$ cat config.mk
export PLATFORM = sky130hd
export DESIGN_NAME = cam_mapper
export DESIGN_NICKNAME = d
export VERILOG_FILES = /design/src/shared/cam_pkg.sv /design/src/cam_chan.sv /design/src/cam_mapper.sv
export SDC_FILE = /design/constraint.sdc
export NUM_CORES = 2
export LEC_CHECK = 0
export BUFFER_PORTS_ARGS = -buffer_cell sky130_fd_sc_hd__buf_4
export CELL_PAD_IN_SITES_DETAIL_PLACEMENT = 1
export CELL_PAD_IN_SITES_GLOBAL_PLACEMENT = 1
export CORE_UTILIZATION = 36
export DETAILED_ROUTE_END_ITERATION = 7
export PLACE_DENSITY = 0.65
export SETUP_SLACK_MARGIN = 0.05
export SYNTH_ARGS = -nofsm -noshare
export SYNTH_HDL_FRONTEND = slang
export SYNTH_HIERARCHICAL = 1
export SYNTH_SLANG_ARGS = --single-unit
$ cat constraint.sdc
create_clock -name clock_i -period 23 [get_ports clock_i]
set_input_delay 2.3 -clock clock_i [delete_from_list [all_inputs] [get_ports clock_i]]
set_output_delay 2.3 -clock clock_i [all_outputs]
set_load 0.05 [all_outputs]
$ cat src/shared/cam_pkg.sv
// Shared constants and types of the channel alarm output mapper.
`default_nettype none
package cam_pkg;

  // Channel count, reading width and output line count.
  localparam int MAX_CH = 32;
  localparam int RDG_W = 16;
  localparam int NUM_LINES = 16;
  localparam int PORT_LINES = 4;

  // Register byte offsets on the Wishbone slave.
  localparam logic [7:0] REG_CFG_CMD = 8'h00;
  localparam logic [7:0] REG_LIMITS = 8'h04;
  localparam logic [7:0] REG_ASSIGN_CMD = 8'h08;
  localparam logic [7:0] REG_CTRL = 8'h0c;
  localparam logic [7:0] REG_OUT_STATUS = 8'h10;
  localparam logic [7:0] REG_CHAN_ALARM = 8'h14;
  localparam logic [7:0] REG_IRQ_STATUS = 8'h18;
  localparam logic [7:0] REG_IRQ_MASK = 8'h1c;

  // Field positions inside the command, limits, control and interrupt registers.
  localparam int CMD_FIRST_LSB = 0;
  localparam int CMD_LAST_LSB = 8;
  localparam int CMD_ARG_LSB = 16;
  localparam int LIM_LOW_LSB = 0;
  localparam int LIM_HIGH_LSB = 16;
  localparam int CTRL_SRQ_EN_BIT = 0;
  localparam int IRQ_ENTER_BIT = 0;
  localparam int IRQ_LEAVE_BIT = 1;

  // Values after reset.
  localparam logic [31:0] LIMITS_RST = 32'h0000_0000;
  localparam logic [1:0] IRQ_MASK_RST = 2'h0;

  // State of one channel comparator.
  typedef struct packed {
    logic en;
    logic signed [RDG_W-1:0] high;
    logic signed [RDG_W-1:0] low;
    logic alarm;
  } cam_chan_t;

  // Whole state of the mapper top.
  typedef struct packed {
    logic ack;
    logic [31:0] rdata;
    logic [31:0] limits;
    logic srq_en;
    logic [NUM_LINES-1:0][MAX_CH-1:0] map;
    logic [NUM_LINES-1:0] lines;
    logic sys_alarm;
    logic srq;
    logic start_ev;
    logic stop_ev;
    logic [1:0] irq_stat;
    logic [1:0] irq_mask;
  } cam_state_t;

endpackage : cam_pkg
`default_nettype wire

$ cat src/cam_chan.sv
// One channel's alarm comparator with its limits and enable.
`timescale 1ns/1ns
`default_nettype none
module cam_chan (
  input wire logic clock_i,
  input wire logic rst_i,
  input wire logic cfg_we_i,
  input wire logic cfg_alarm_en_i,
  input wire logic [cam_pkg::RDG_W-1:0] cfg_high_i,
  input wire logic [cam_pkg::RDG_W-1:0] cfg_low_i,
  input wire logic rdg_valid_i,
  input wire logic [cam_pkg::RDG_W-1:0] rdg_value_i,
  output logic alarm_o
);
  import cam_pkg::*;

  cam_chan_t st_ff;
  cam_chan_t nxt_st;

  // A configure write arms or disarms at once; a reading updates the flag.
  always_comb begin
    nxt_st = st_ff;
    if (cfg_we_i) begin
      nxt_st.en = cfg_alarm_en_i;
      nxt_st.high = cfg_high_i;
      nxt_st.low = cfg_low_i;
      // Drop any stale flag so new limits start from a clean state.
      nxt_st.alarm = 1'b0;
    end else if (rdg_valid_i) begin
      nxt_st.alarm = st_ff.en &&
        (($signed(rdg_value_i) > st_ff.high) ||
         ($signed(rdg_value_i) < st_ff.low));
    end
  end

  // Register the comparator state.
  always_ff @(posedge clock_i or posedge rst_i) begin
    if (rst_i) begin
      st_ff <= '0;
    end else begin
      st_ff <= nxt_st;
    end
  end

  assign alarm_o = st_ff.alarm;

endmodule : cam_chan
`default_nettype wire

$ cat src/cam_mapper.sv
// Alarm mapper top: channel limits, line mapping, status and service request.
//
// Function
// - The configure command adds a channel range and, with alarm fields, enables alarm checking on it.
// - A reading above the high limit or below the low limit on an armed channel puts the device in alarm.
// - Alarm checking is live as soon as the configure command is done, with no extra arming step.
// - Channel alarms can also drive any one of sixteen digital output lines.
// - The assign command maps a channel range onto one line, which is the OR of those channels' alarms.
// - The output status query reports the state of all lines of all four output ports.
// - The per-channel alarm query gives a separate alarm flag for every channel.
// - With the alarm service request enable set, the device raises service request when in alarm.
// - The controller serial-polls first and the device releases service request on that poll.
// - Channel alarms serve as acquisition start and stop events, armed by limits alone.
//
// Register map, byte offsets on the Wishbone slave:
// 0x00 configure command, write only: bits 4:0 first channel, bits 12:8
//      last channel, bit 16 alarm enable. It loads the limits word into
//      every channel of the range and clears their alarm flags.
// 0x04 limits: signed low limit in bits 15:0, signed high limit in bits
//      31:16. Write it before the configure command that uses it.
// 0x08 assign command, write only: bits 4:0 first channel, bits 12:8 last
//      channel, bits 19:16 output line, zero for line one.
// 0x0c control: bit 0 is the alarm service request enable.
// 0x10 output status: byte p is the weighted sum of the lines of port p.
// 0x14 channel alarm status: bit c is set while channel c is in alarm.
// 0x18 interrupt status, cleared by its read: bit 0 alarm entered, bit 1
//      alarm left. An event in the clearing cycle is kept.
// 0x1c interrupt mask, same layout as the status.
// Unmapped offsets are answered, read as zero and ignore writes.
//
// Every access is answered one cycle after it is taken. A master that
// keeps its request up after the answer starts a second access, so two
// answers are separated by at least one idle cycle.
// Readings arrive one channel per valid cycle; the alarm lines, system
// alarm and events follow two cycles after the reading.
`timescale 1ns/1ns
`default_nettype none
module cam_mapper #(
  parameter int CHANNELS = cam_pkg::MAX_CH
) (
  input wire logic clock_i,
  input wire logic rst_i,
  // Wishbone classic slave.
  input wire logic wb_cyc_i,
  input wire logic wb_stb_i,
  input wire logic wb_we_i,
  input wire logic [7:0] wb_adr_i,
  input wire logic [3:0] wb_sel_i,
  input wire logic [31:0] wb_dat_i,
  output logic [31:0] wb_dat_o,
  output logic wb_ack_o,
  // Readings from the converter, one channel per valid cycle.
  input wire logic rdg_valid_i,
  input wire logic [4:0] rdg_chan_i,
  input wire logic [cam_pkg::RDG_W-1:0] rdg_value_i,
  // Serial poll pulse from the bus interface logic.
  input wire logic serial_poll_i,
  // Outputs.
  output logic [cam_pkg::NUM_LINES-1:0] alarm_lines_o,
  output logic system_alarm_o,
  output logic service_request_o,
  output logic acq_start_event_o,
  output logic acq_stop_event_o,
  output logic irq_o
);
  import cam_pkg::*;

  // Elaboration checks: the decoders below are sized for these values.
  if (CHANNELS < 1 || CHANNELS > MAX_CH) begin : g_bad_channels
    $error("CHANNELS must lie between 1 and MAX_CH");
  end
  // Channel indices travel as five bits and the alarm query is one word.
  if (MAX_CH > 32) begin : g_bad_max_ch
    $error("MAX_CH must not exceed 32");
  end
  // Both limits share the one limits word.
  if (2 * RDG_W != 32) begin : g_bad_rdg_w
    $error("RDG_W must be half of the limits word");
  end
  // The assign command carries a four-bit line number.
  if (NUM_LINES != 16) begin : g_bad_lines
    $error("NUM_LINES must be 16");
  end
  // Each port fills the low half of one byte of the status word.
  if (PORT_LINES != 4) begin : g_bad_ports
    $error("PORT_LINES must be 4");
  end

  cam_state_t st_ff;
  cam_state_t nxt_st;
  logic [MAX_CH-1:0] chan_alarm;
  logic [MAX_CH-1:0] cfg_hit;
  logic [MAX_CH-1:0] rdg_hit;
  logic req;
  logic wr_now;
  logic rd_now;
  logic full_word;
  logic [4:0] cmd_first;
  logic [4:0] cmd_last;
  logic cfg_we;
  logic asg_we;
  logic [3:0] asg_line;
  logic [31:0] port_word;
  logic [31:0] rd_mux;
  logic any_alarm;
  logic limits_we;
  logic ctrl_we;
  logic mask_we;
  logic stat_rd;
  logic srq_rise;
  logic srq_late;

  // The first cycle of a request loads read data, the second acks it.
  // Registering the answer costs one wait state per access but keeps the
  // read multiplexer off the path to the bus output.
  assign req = wb_cyc_i && wb_stb_i;
  assign wr_now = req && st_ff.ack && wb_we_i;
  assign rd_now = req && st_ff.ack && !wb_we_i;
  // Commands act on whole words only; a partial write could split a range.
  assign full_word = wb_sel_i == 4'hf;
  assign cmd_first = wb_dat_i[CMD_FIRST_LSB +: 5];
  assign cmd_last = wb_dat_i[CMD_LAST_LSB +: 5];
  assign cfg_we = wr_now && full_word && wb_adr_i == REG_CFG_CMD;
  assign asg_we = wr_now && full_word && wb_adr_i == REG_ASSIGN_CMD;
  assign asg_line = wb_dat_i[CMD_ARG_LSB +: 4];
  // Plain register strobes; control and mask live in byte lane 0 only.
  assign limits_we = wr_now && wb_adr_i == REG_LIMITS;
  assign ctrl_we = wr_now && wb_sel_i[0] && wb_adr_i == REG_CTRL;
  assign mask_we = wr_now && wb_sel_i[0] && wb_adr_i == REG_IRQ_MASK;
  assign stat_rd = rd_now && wb_adr_i == REG_IRQ_STATUS;

  // Range decode for both commands and the reading strobe per channel.
  // Channels at or above CHANNELS never match, so a range that runs past
  // the last channel is cut short rather than refused.
  always_comb begin
    cfg_hit = '0;
    rdg_hit = '0;
    for (int c = 0; c < MAX_CH; c++) begin
      cfg_hit[c] = (c < CHANNELS) && (5'(c) >= cmd_first) &&
                   (5'(c) <= cmd_last);
      rdg_hit[c] = rdg_valid_i && (rdg_chan_i == 5'(c)) && (c < CHANNELS);
    end
  end

  // One comparator per channel; unused slots stay silent.
  // Every comparator takes the same limits word, so channels that need
  // other limits are configured by separate commands.
  for (genvar g = 0; g < MAX_CH; g++) begin : g_chan
    if (g < CHANNELS) begin : g_used
      cam_chan u_chan (
        .clock_i(clock_i),
        .rst_i(rst_i),
        .cfg_we_i(cfg_we && cfg_hit[g]),
        .cfg_alarm_en_i(wb_dat_i[CMD_ARG_LSB]),
        .cfg_high_i(st_ff.limits[LIM_HIGH_LSB +: RDG_W]),
        .cfg_low_i(st_ff.limits[LIM_LOW_LSB +: RDG_W]),
        .rdg_valid_i(rdg_hit[g]),
        .rdg_value_i(rdg_value_i),
        .alarm_o(chan_alarm[g])
      );
    end else begin : g_unused
      assign chan_alarm[g] = 1'b0;
    end
  end

  // Pack the four ports, each a weighted sum of its own four lines.
  // Line one of a port is its bit 0, so the byte value is the sum itself.
  always_comb begin
    port_word = '0;
    for (int p = 0; p < NUM_LINES / PORT_LINES; p++) begin
      port_word[p*8 +: 8] =
        {4'h0, st_ff.lines[p*PORT_LINES +: PORT_LINES]};
    end
  end

  // Read multiplexer; unmapped offsets read as zero.
  // The write-only command offsets fall into the default as well, and the
  // alarm word shows unused channels as zero.
  always_comb begin
    unique case (wb_adr_i)
      REG_LIMITS: rd_mux = st_ff.limits;
      REG_CTRL: rd_mux = {31'h0, st_ff.srq_en};
      REG_OUT_STATUS: rd_mux = port_word;
      REG_CHAN_ALARM: rd_mux = chan_alarm;
      REG_IRQ_STATUS: rd_mux = {30'h0, st_ff.irq_stat};
      REG_IRQ_MASK: rd_mux = {30'h0, st_ff.irq_mask};
      default: rd_mux = 32'h0000_0000;
    endcase
  end

  assign any_alarm = |chan_alarm;

  // Service request is raised on entry to alarm, not held by the alarm
  // level, so that a serial poll really releases it while a channel stays
  // out of limits; the host hears of the next entry only.
  assign srq_rise = st_ff.srq_en && any_alarm && !st_ff.sys_alarm;
  // Turning the enable on during an alarm counts as an entry, or that
  // alarm would go unreported until it ended and came back.
  assign srq_late = ctrl_we && wb_dat_i[CTRL_SRQ_EN_BIT] && !st_ff.srq_en &&
                    any_alarm;

  // Next-state logic for the bus slave, mapping and alarm events.
  always_comb begin
    nxt_st = st_ff;
    nxt_st.ack = req && !st_ff.ack;
    if (req && !st_ff.ack) begin
      nxt_st.rdata = rd_mux;
    end

    // Byte-lane writes to the plain registers.
    if (limits_we) begin
      for (int b = 0; b < 4; b++) begin
        if (wb_sel_i[b]) begin
          nxt_st.limits[b*8 +: 8] = wb_dat_i[b*8 +: 8];
        end
      end
    end
    if (ctrl_we) begin
      nxt_st.srq_en = wb_dat_i[CTRL_SRQ_EN_BIT];
    end
    if (mask_we) begin
      nxt_st.irq_mask = wb_dat_i[1:0];
    end

    // Assign moves the range onto the chosen line and off all others.
    // A channel thus never drives two lines; a later assign of an
    // overlapping range takes the overlap away from the earlier line,
    // while channels outside the range keep their mapping.
    if (asg_we) begin
      for (int l = 0; l < NUM_LINES; l++) begin
        for (int c = 0; c < MAX_CH; c++) begin
          if (cfg_hit[c]) begin
            nxt_st.map[l][c] = (4'(l) == asg_line);
          end
        end
      end
    end

    // Each line is the OR of the alarms mapped onto it.
    for (int l = 0; l < NUM_LINES; l++) begin
      nxt_st.lines[l] = |(st_ff.map[l] & chan_alarm);
    end

    // System alarm and its edges as acquisition events.
    // The events are one-cycle pulses, so a sequencer downstream needs no
    // edge detector of its own, and the alarm limits alone arm them.
    nxt_st.sys_alarm = any_alarm;
    nxt_st.start_ev = any_alarm && !st_ff.sys_alarm;
    nxt_st.stop_ev = !any_alarm && st_ff.sys_alarm;

    // Reading the status clears it, but a new event in that cycle wins.
    if (stat_rd) begin
      nxt_st.irq_stat = 2'h0;
    end
    if (nxt_st.start_ev) begin
      nxt_st.irq_stat[IRQ_ENTER_BIT] = 1'b1;
    end
    if (nxt_st.stop_ev) begin
      nxt_st.irq_stat[IRQ_LEAVE_BIT] = 1'b1;
    end

    // Service request: a serial poll or a cleared enable drops it, and a
    // fresh entry in that same cycle wins so that no entry is ever lost.
    if (serial_poll_i) begin
      nxt_st.srq = 1'b0;
    end
    if (!st_ff.srq_en) begin
      nxt_st.srq = 1'b0;
    end
    if (srq_rise || srq_late) begin
      nxt_st.srq = 1'b1;
    end
  end

  // Register the whole state.
  // Limits and mask take their named reset values; everything else,
  // the channel map included, starts empty.
  always_ff @(posedge clock_i or posedge rst_i) begin
    if (rst_i) begin
      st_ff <= '0;
      st_ff.limits <= LIMITS_RST;
      st_ff.irq_mask <= IRQ_MASK_RST;
    end else begin
      st_ff <= nxt_st;
    end
  end

  // Outputs straight from flip-flops, apart from the interrupt level and the read data gated by ack.
  // The interrupt level follows the status and mask registers with no
  // further delay, so it drops in the cycle after the clearing read.
  assign wb_ack_o = st_ff.ack;
  assign wb_dat_o = st_ff.ack ? st_ff.rdata : 32'h0000_0000;
  assign alarm_lines_o = st_ff.lines;
  assign system_alarm_o = st_ff.sys_alarm;
  assign service_request_o = st_ff.srq;
  assign acq_start_event_o = st_ff.start_ev;
  assign acq_stop_event_o = st_ff.stop_ev;
  assign irq_o = |(st_ff.irq_stat & st_ff.irq_mask);

endmodule : cam_mapper
`default_nettype wire

# After elaboration in Yosys (flattened, before gate mapping)
# Index checks and enable logic that the tools add are counted.
# Widths: inputs -> output; s select.
[op_classes] magnitude_cmp=128 n_mux=72 n_eq_ne=55 n_reduce_logical=277 bitwise_logic=17
[ops] operator="$reduce_or 32->1" count=17
[ops] operator="$and 32x32->32" count=16
[ops] operator="$gt 16x16->1" count=32
[ops] operator="$lt 16x16->1" count=32
[ops] operator="$pmux 32 s6" count=1
[ops] operator="$logic_and 1x1->1" count=148
[ops] operator="$eq 5x5->1 const B" count=16
[ops] operator="$ge 5x5->1 const A" count=16
[ops] operator="$le 5x5->1 const A" count=16
[ops] operator="$reduce_and 2->1" count=36
[ops] operator="$mux 1" count=69
[ops] operator="$reduce_bool 2->1" count=34
[ops] operator="$eq 5x4->1 const B" count=8
[ops] operator="$ge 4x5->1 const A" count=8
[ops] operator="$le 4x5->1 const A" count=8
[ops] operator="$logic_or 1x1->1" count=33
[ops] operator="$eq 4x4->1 const A" count=8
[ops] operator="$eq 8x5->1 const B" count=4
[ops] operator="$mux 32" count=1
[ops] operator="$eq 5x3->1 const B" count=4
[ops] operator="$ge 3x5->1 const A" count=4
[ops] operator="$le 3x5->1 const A" count=4
[ops] operator="$eq 3x4->1 const A" count=4
[ops] operator="$eq 8x4->1 const B" count=2
[ops] operator="other kinds (18)" count=28
[totals] word_cells=1204 regBits=1690

# Depth between registers and ports, before layout
[depth] depth_word=10 depth_mapped=11

# Hierarchy
# Netlist, hierarchy kept.
[by_module_without_submodules] mod="cam_chan (g_chan[0].g_used.u_chan ...)" n_inst=31 area_each_um2=2008.2 cells_per_inst=224 seq_area_each_um2=850.8
[by_module_without_submodules] mod="cam_mapper" n_inst=1 area_each_um2=27182.3 cells_per_inst=2123 seq_area_each_um2=15064.4
[by_module_without_submodules] mod="cam_chan (g_chan[2].g_used.u_chan)" n_inst=1 area_each_um2=2023.2 cells_per_inst=221 seq_area_each_um2=850.8

# Least setup slack after synthesis
# Ideal clock, no wire load.
[synth_path] path_kind="input to register" startpoint="input wb_adr_i[7]" endpoint="register g_chan[11].g_used.u_chan.st_ff (netlist bit g_chan[11].g_used.u_chan/alarm_o)" arrival_time_ns=4.221 cell_stages=11 t_required_ns=22.867 n_path_buf=2 slack_ns=18.646 path_cell_list="nor4_4 -> nand4_1 -> nand2b_1 -> clkbuf_1 -> nor4b_1 -> buf_4 -> nor2_1 -> o21ai_0 -> a21oi_1 -> a22oi_2 -> nand3_1"
[synth_via] elab_chain_len=4 word_cells_on_any_way=5 classes_between="mux (1); reduce/logical (4)"
[synth_rtl] item="start, declared" line="cam_mapper.sv:47" rtl="input wire logic [7:0] wb_adr_i,"
[synth_rtl] item="$logic_not 8->1 *" line="cam_mapper.sv:123" rtl="assign cfg_we = wr_now && full_word && wb_adr_i == REG_CFG_CMD;"
[synth_rtl] item="$logic_and 1x1->1 *" line="cam_mapper.sv:123"
[synth_rtl] item="$logic_and 1x1->1 *" line="cam_mapper.sv:153" rtl=".cfg_we_i(cfg_we && cfg_hit[g]),"
[synth_rtl] item="$mux 1 / $reduce_bool 2->1 (equally long branches)"
[synth_rtl] item="end signal, assigned" line="cam_chan.sv:41" rtl="st_ff <= nxt_st;"
[synth_rtl] item="end, declared" line="cam_chan.sv:17" rtl="cam_chan_t st_ff;"
# Every way passes the cells marked *; elsewhere a longest branch is shown, timed or not.
# A chain may end at the register's enable or synchronous reset.

==> results_dict.tcl <==
set metrics [dict create \
    status "complete, no violations" \
    holdPathStages 2 \
    post-route-min-period_ns 5.284 \
    vdd_drop_max_mv 0.08657 \
    reg2reg_depth 13 \
    syn2layout_area_growth_pct 13.15 \
    via_count 73800 \
    ys_seq_area_frac 0.4624 \
    row_count 184 \
    multi_input_area_sq_um 43300 \
    rsz0062_at_grt "no" \
    yosysMostFrequentCell "dfrtp_1" \
    maxSlewHeadroom 0.04992 \
    synth_compound_area_frac 0.1505 \
    required_ns 23.75 \
    finalHoldViolCount 0 \
    final-seq-area_sq_um 42410 \
    critPathMaxFanout 21 \
    worst_slew_pin_slew_ns 1.410 \
    ys_top_cells_by_area "dfrtp_1 46%, ha_1 14%, mux2_2 7.8%" \
    slew_viol_final 0 \
    grt_pass1_vias 77740 \
    cp.arrival_ns 6.04 \
    fp.dieW_microns 506.0 \
    cts_resized 0 \
    wl_per_cell_microns 28.49 \
    synth_top_cell_by_area "dfrtp_1" \
    synthAdderAreaFrac 0.1357 \
    tns_ns 0 \
    synth_xor_area_frac 0 \
    total_leakage_power_nw 52.34 \
    combPwrFrac 0.051 \
    die_h_microns 506.0 \
    initial_core_util 0.3631 \
    netlist.area_leader.share 0.4624 \
    setup_viol 0 \
    clockPowerShare 0.496 \
    drive_gt1_frac 0.1562 \
    core_sq_um 251900 \
    ys_ff_latch 1690 \
    hold_class "reg -> reg" \
    synth_common_cells "1690 x dfrtp_1, 1255 x nand2_1, 1195 x o21ai_0, 1130 x inv_1, 992 x ha_1" \
    p_switching_mw 1.625 \
    clock_skew_ns 0.04539 \
    synthSimpleGateAreaFrac 0.1030 \
    swShare 0.2471 \
    routed_wl_mm 367.3 \
    dpl-instance-area_sq_um 96760 \
    fmax_ghz 0.1893 \
    cts.clk_slew.worst_paths_ns 0.06 \
    maxCapViolations 0 \
    clkLatencyLatePin_ns 0.88 \
    drc 0 \
    seq_power_share 0.453 \
    syn_nets 10350 \
    tritoncts "done" \
    drt_pass1_iterations 6 \
    ys_types 73 \
    ys_async_sr_fraction 1.000 \
    synth.avg_cell_area_sq_um 9.847 \
    cts.htree.levels 4 \
    p_int_mw 4.950 \
    synth_edf_count 0 \
    syn_area_sq_um 91460 \
    grt_usage 0.2873 \
    synth_cells 9288 \
    post-route-period-util 0.2297 \
    fillers 28280 \
    ys_warn_count 6 \
    num-nets-final 10430 \
    cts_made_buffers 191 \
    final_area_sq_um 103500 \
    hold_buffers 0 \
    fp.dieArea_sq_um 256100 \
    portBuffers 125 \
    initialDrtViolationCount 6522 \
    cts_buffer_depth 3 \
    synth_ff_type "dfrtp_1" \
    drtAntennaViolNets 0 \
    postCtsSetupBuffers 0 \
    cp-end-kind "flip-flop" \
    synth_top_family_by_area "compound AO/OA/AOI/OAI gates" \
    post-dp-hpwl_mm 222.0 \
    path_class "in -> reg" \
    muxShareOfSynthArea 0.08055 \
    p_per_area_nw_per_um2 63.53 \
    via_per_inst 5.726 \
    antenna_found_initial 26 \
    grt_remaining_overflow 0 \
    worstSetupStartpointType "input port" \
    clkSinkCount 1690 \
    gp_congestion 0.8715 \
    grt_pass1_wl_mm 538.3 \
    cts_root_buf "clkbuf_16" \
    io_pins 126 \
    grt_max_degree 187 \
]
[cell type report]
cell class | instances | share of cell area
multi-input cells | 6015 | 0.4185
flip-flops and latches | 1690 | 0.4099
clock buffers | 289 | 0.05507
inverters | 1130 | 0.04106
well taps | 3348 | 0.04048
repair buffers | 340 | 0.02519
clock inverters | 62 | 0.009503
diodes | 16 | 0.0003869
[critical path: stages]
cell and delay (ns):
buf_4 0.20, and4b_1 0.76, nand3_1 0.95, or4_1 1.33
mux2_2 0.49
[flip-flops by register name, indices dropped and copies added (netlist names)]
| register | cells |
|---|---|
| acq_start_event_o | 1 |
| acq_stop_event_o | 1 |
| alarm_lines_o | 16 |
| g_chan.g_used.u_chan/alarm_o | 32 |
| g_chan.g_used.u_chan/st_ff | 1056 |
| service_request_o | 1 |
| st_ff | 581 |
| system_alarm_o | 1 |
| wb_ack_o | 1 |
[cells by family (layout without fill, tap and decap cells)]
group | count (synthesis) | after routing
other | 0 | 16
muxes | 650 | 650
AOI/OAI and AO/OA | 2290 | 2290
adders and majority gates | 992 | 992
DFF | 1690 | 1690
buffers and inverters | 1583 | 1821
and+or+nand+nor | 2083 | 2083
[metal layers]
| metal | part of all wire | track usage | up-vias |
|---|---|---|---|
| met5 | 0.00011 | 0.0003704 | - |
| met2 | 0.45 | 0.4578 | 2437 |
| li1 | - | - | 32170 |
| met1 | 0.42 | 0.3740 | 38350 |
| met3 | 0.064 | 0.04540 | 839 |
| met4 | 0.060 | 0.1556 | 6 |
[path summary, 6_finish.rpt]
| kind | start | end | slack [ns] |
|---|---|---|---|
| min reg2reg | st_ff[576]$_DFFE_PP0P_ | st_ff[576]$_DFFE_PP0P_ | 0.48 |
| min in group asynchronous | rst_i | g_chan[29].g_used.u_chan/st_ff[33]$_DFFE_PP0P_ | 1.52 |
| max in group asynchronous | rst_i | st_ff[555]$_DFFE_PP0P_ | 18.86 |
| max | wb_adr_i[2] | st_ff[442]$_DFFE_PP0P_ | 17.72 |
| max reg2reg | wb_ack_o$_DFF_PP0_ | g_chan[29].g_used.u_chan/alarm_o$_DFFE_PP0P_ | 18.90 |
| min | st_ff[576]$_DFFE_PP0P_ | st_ff[576]$_DFFE_PP0P_ | 0.48 |
[layout by cell type (no fill, tap or decap), types with 33 or more instances in the layout]
master,Yosys,routed
a41oi_1,62,62
nand3_1,43,42
buf_4,52,328
clkbuf_16,0,192
nand3b_1,63,63
clkbuf_1,345,44
a21o_1,97,97
nor2_1,289,270
o21ai_0,1195,1193
inv_1,1130,1129
o211ai_1,36,36
o21ai_1,53,55
o31a_1,33,33
mux2_2,631,631
ha_1,992,992
and2_1,40,40
nor3_1,91,77
a21oi_1,356,356
a22oi_1,287,287
nand4_1,137,137
nor4_2,35,33
dfrtp_1,1690,1656
nand2b_1,40,39
clkbuf_8,0,53
nand2_1,1255,1255
[metrics by stage]
step	hold slack, ns	worst slack [ns]	utilization	total power [mW]	instances
after floorplan	0.4418	3.848	-	3.185	9288
after global placement	0.4642	17.07	0.3842	3.352	12520
after detailed placement	0.4670	17.04	0.3842	3.365	12520
after CTS	0.4845	17.95	0.4107	6.621	12870
after global routing	0.5070	17.66	0.4108	6.757	12880
final	0.4758	17.72	0.4109	6.575	12890
[power by group through the flow]
stage / clock (mW) / sequential, mW / combinational (mW)
finish: 3.26 / 2.98 / 0.336
global route: 3.42 / 2.97 / 0.367
CTS: 3.31 / 2.98 / 0.337
detailed placement: 0 / 3.03 / 0.336
global placement: 0 / 3.03 / 0.323
floorplan: 0 / 3.03 / 0.155
Power figures use the tool's default switching activity.
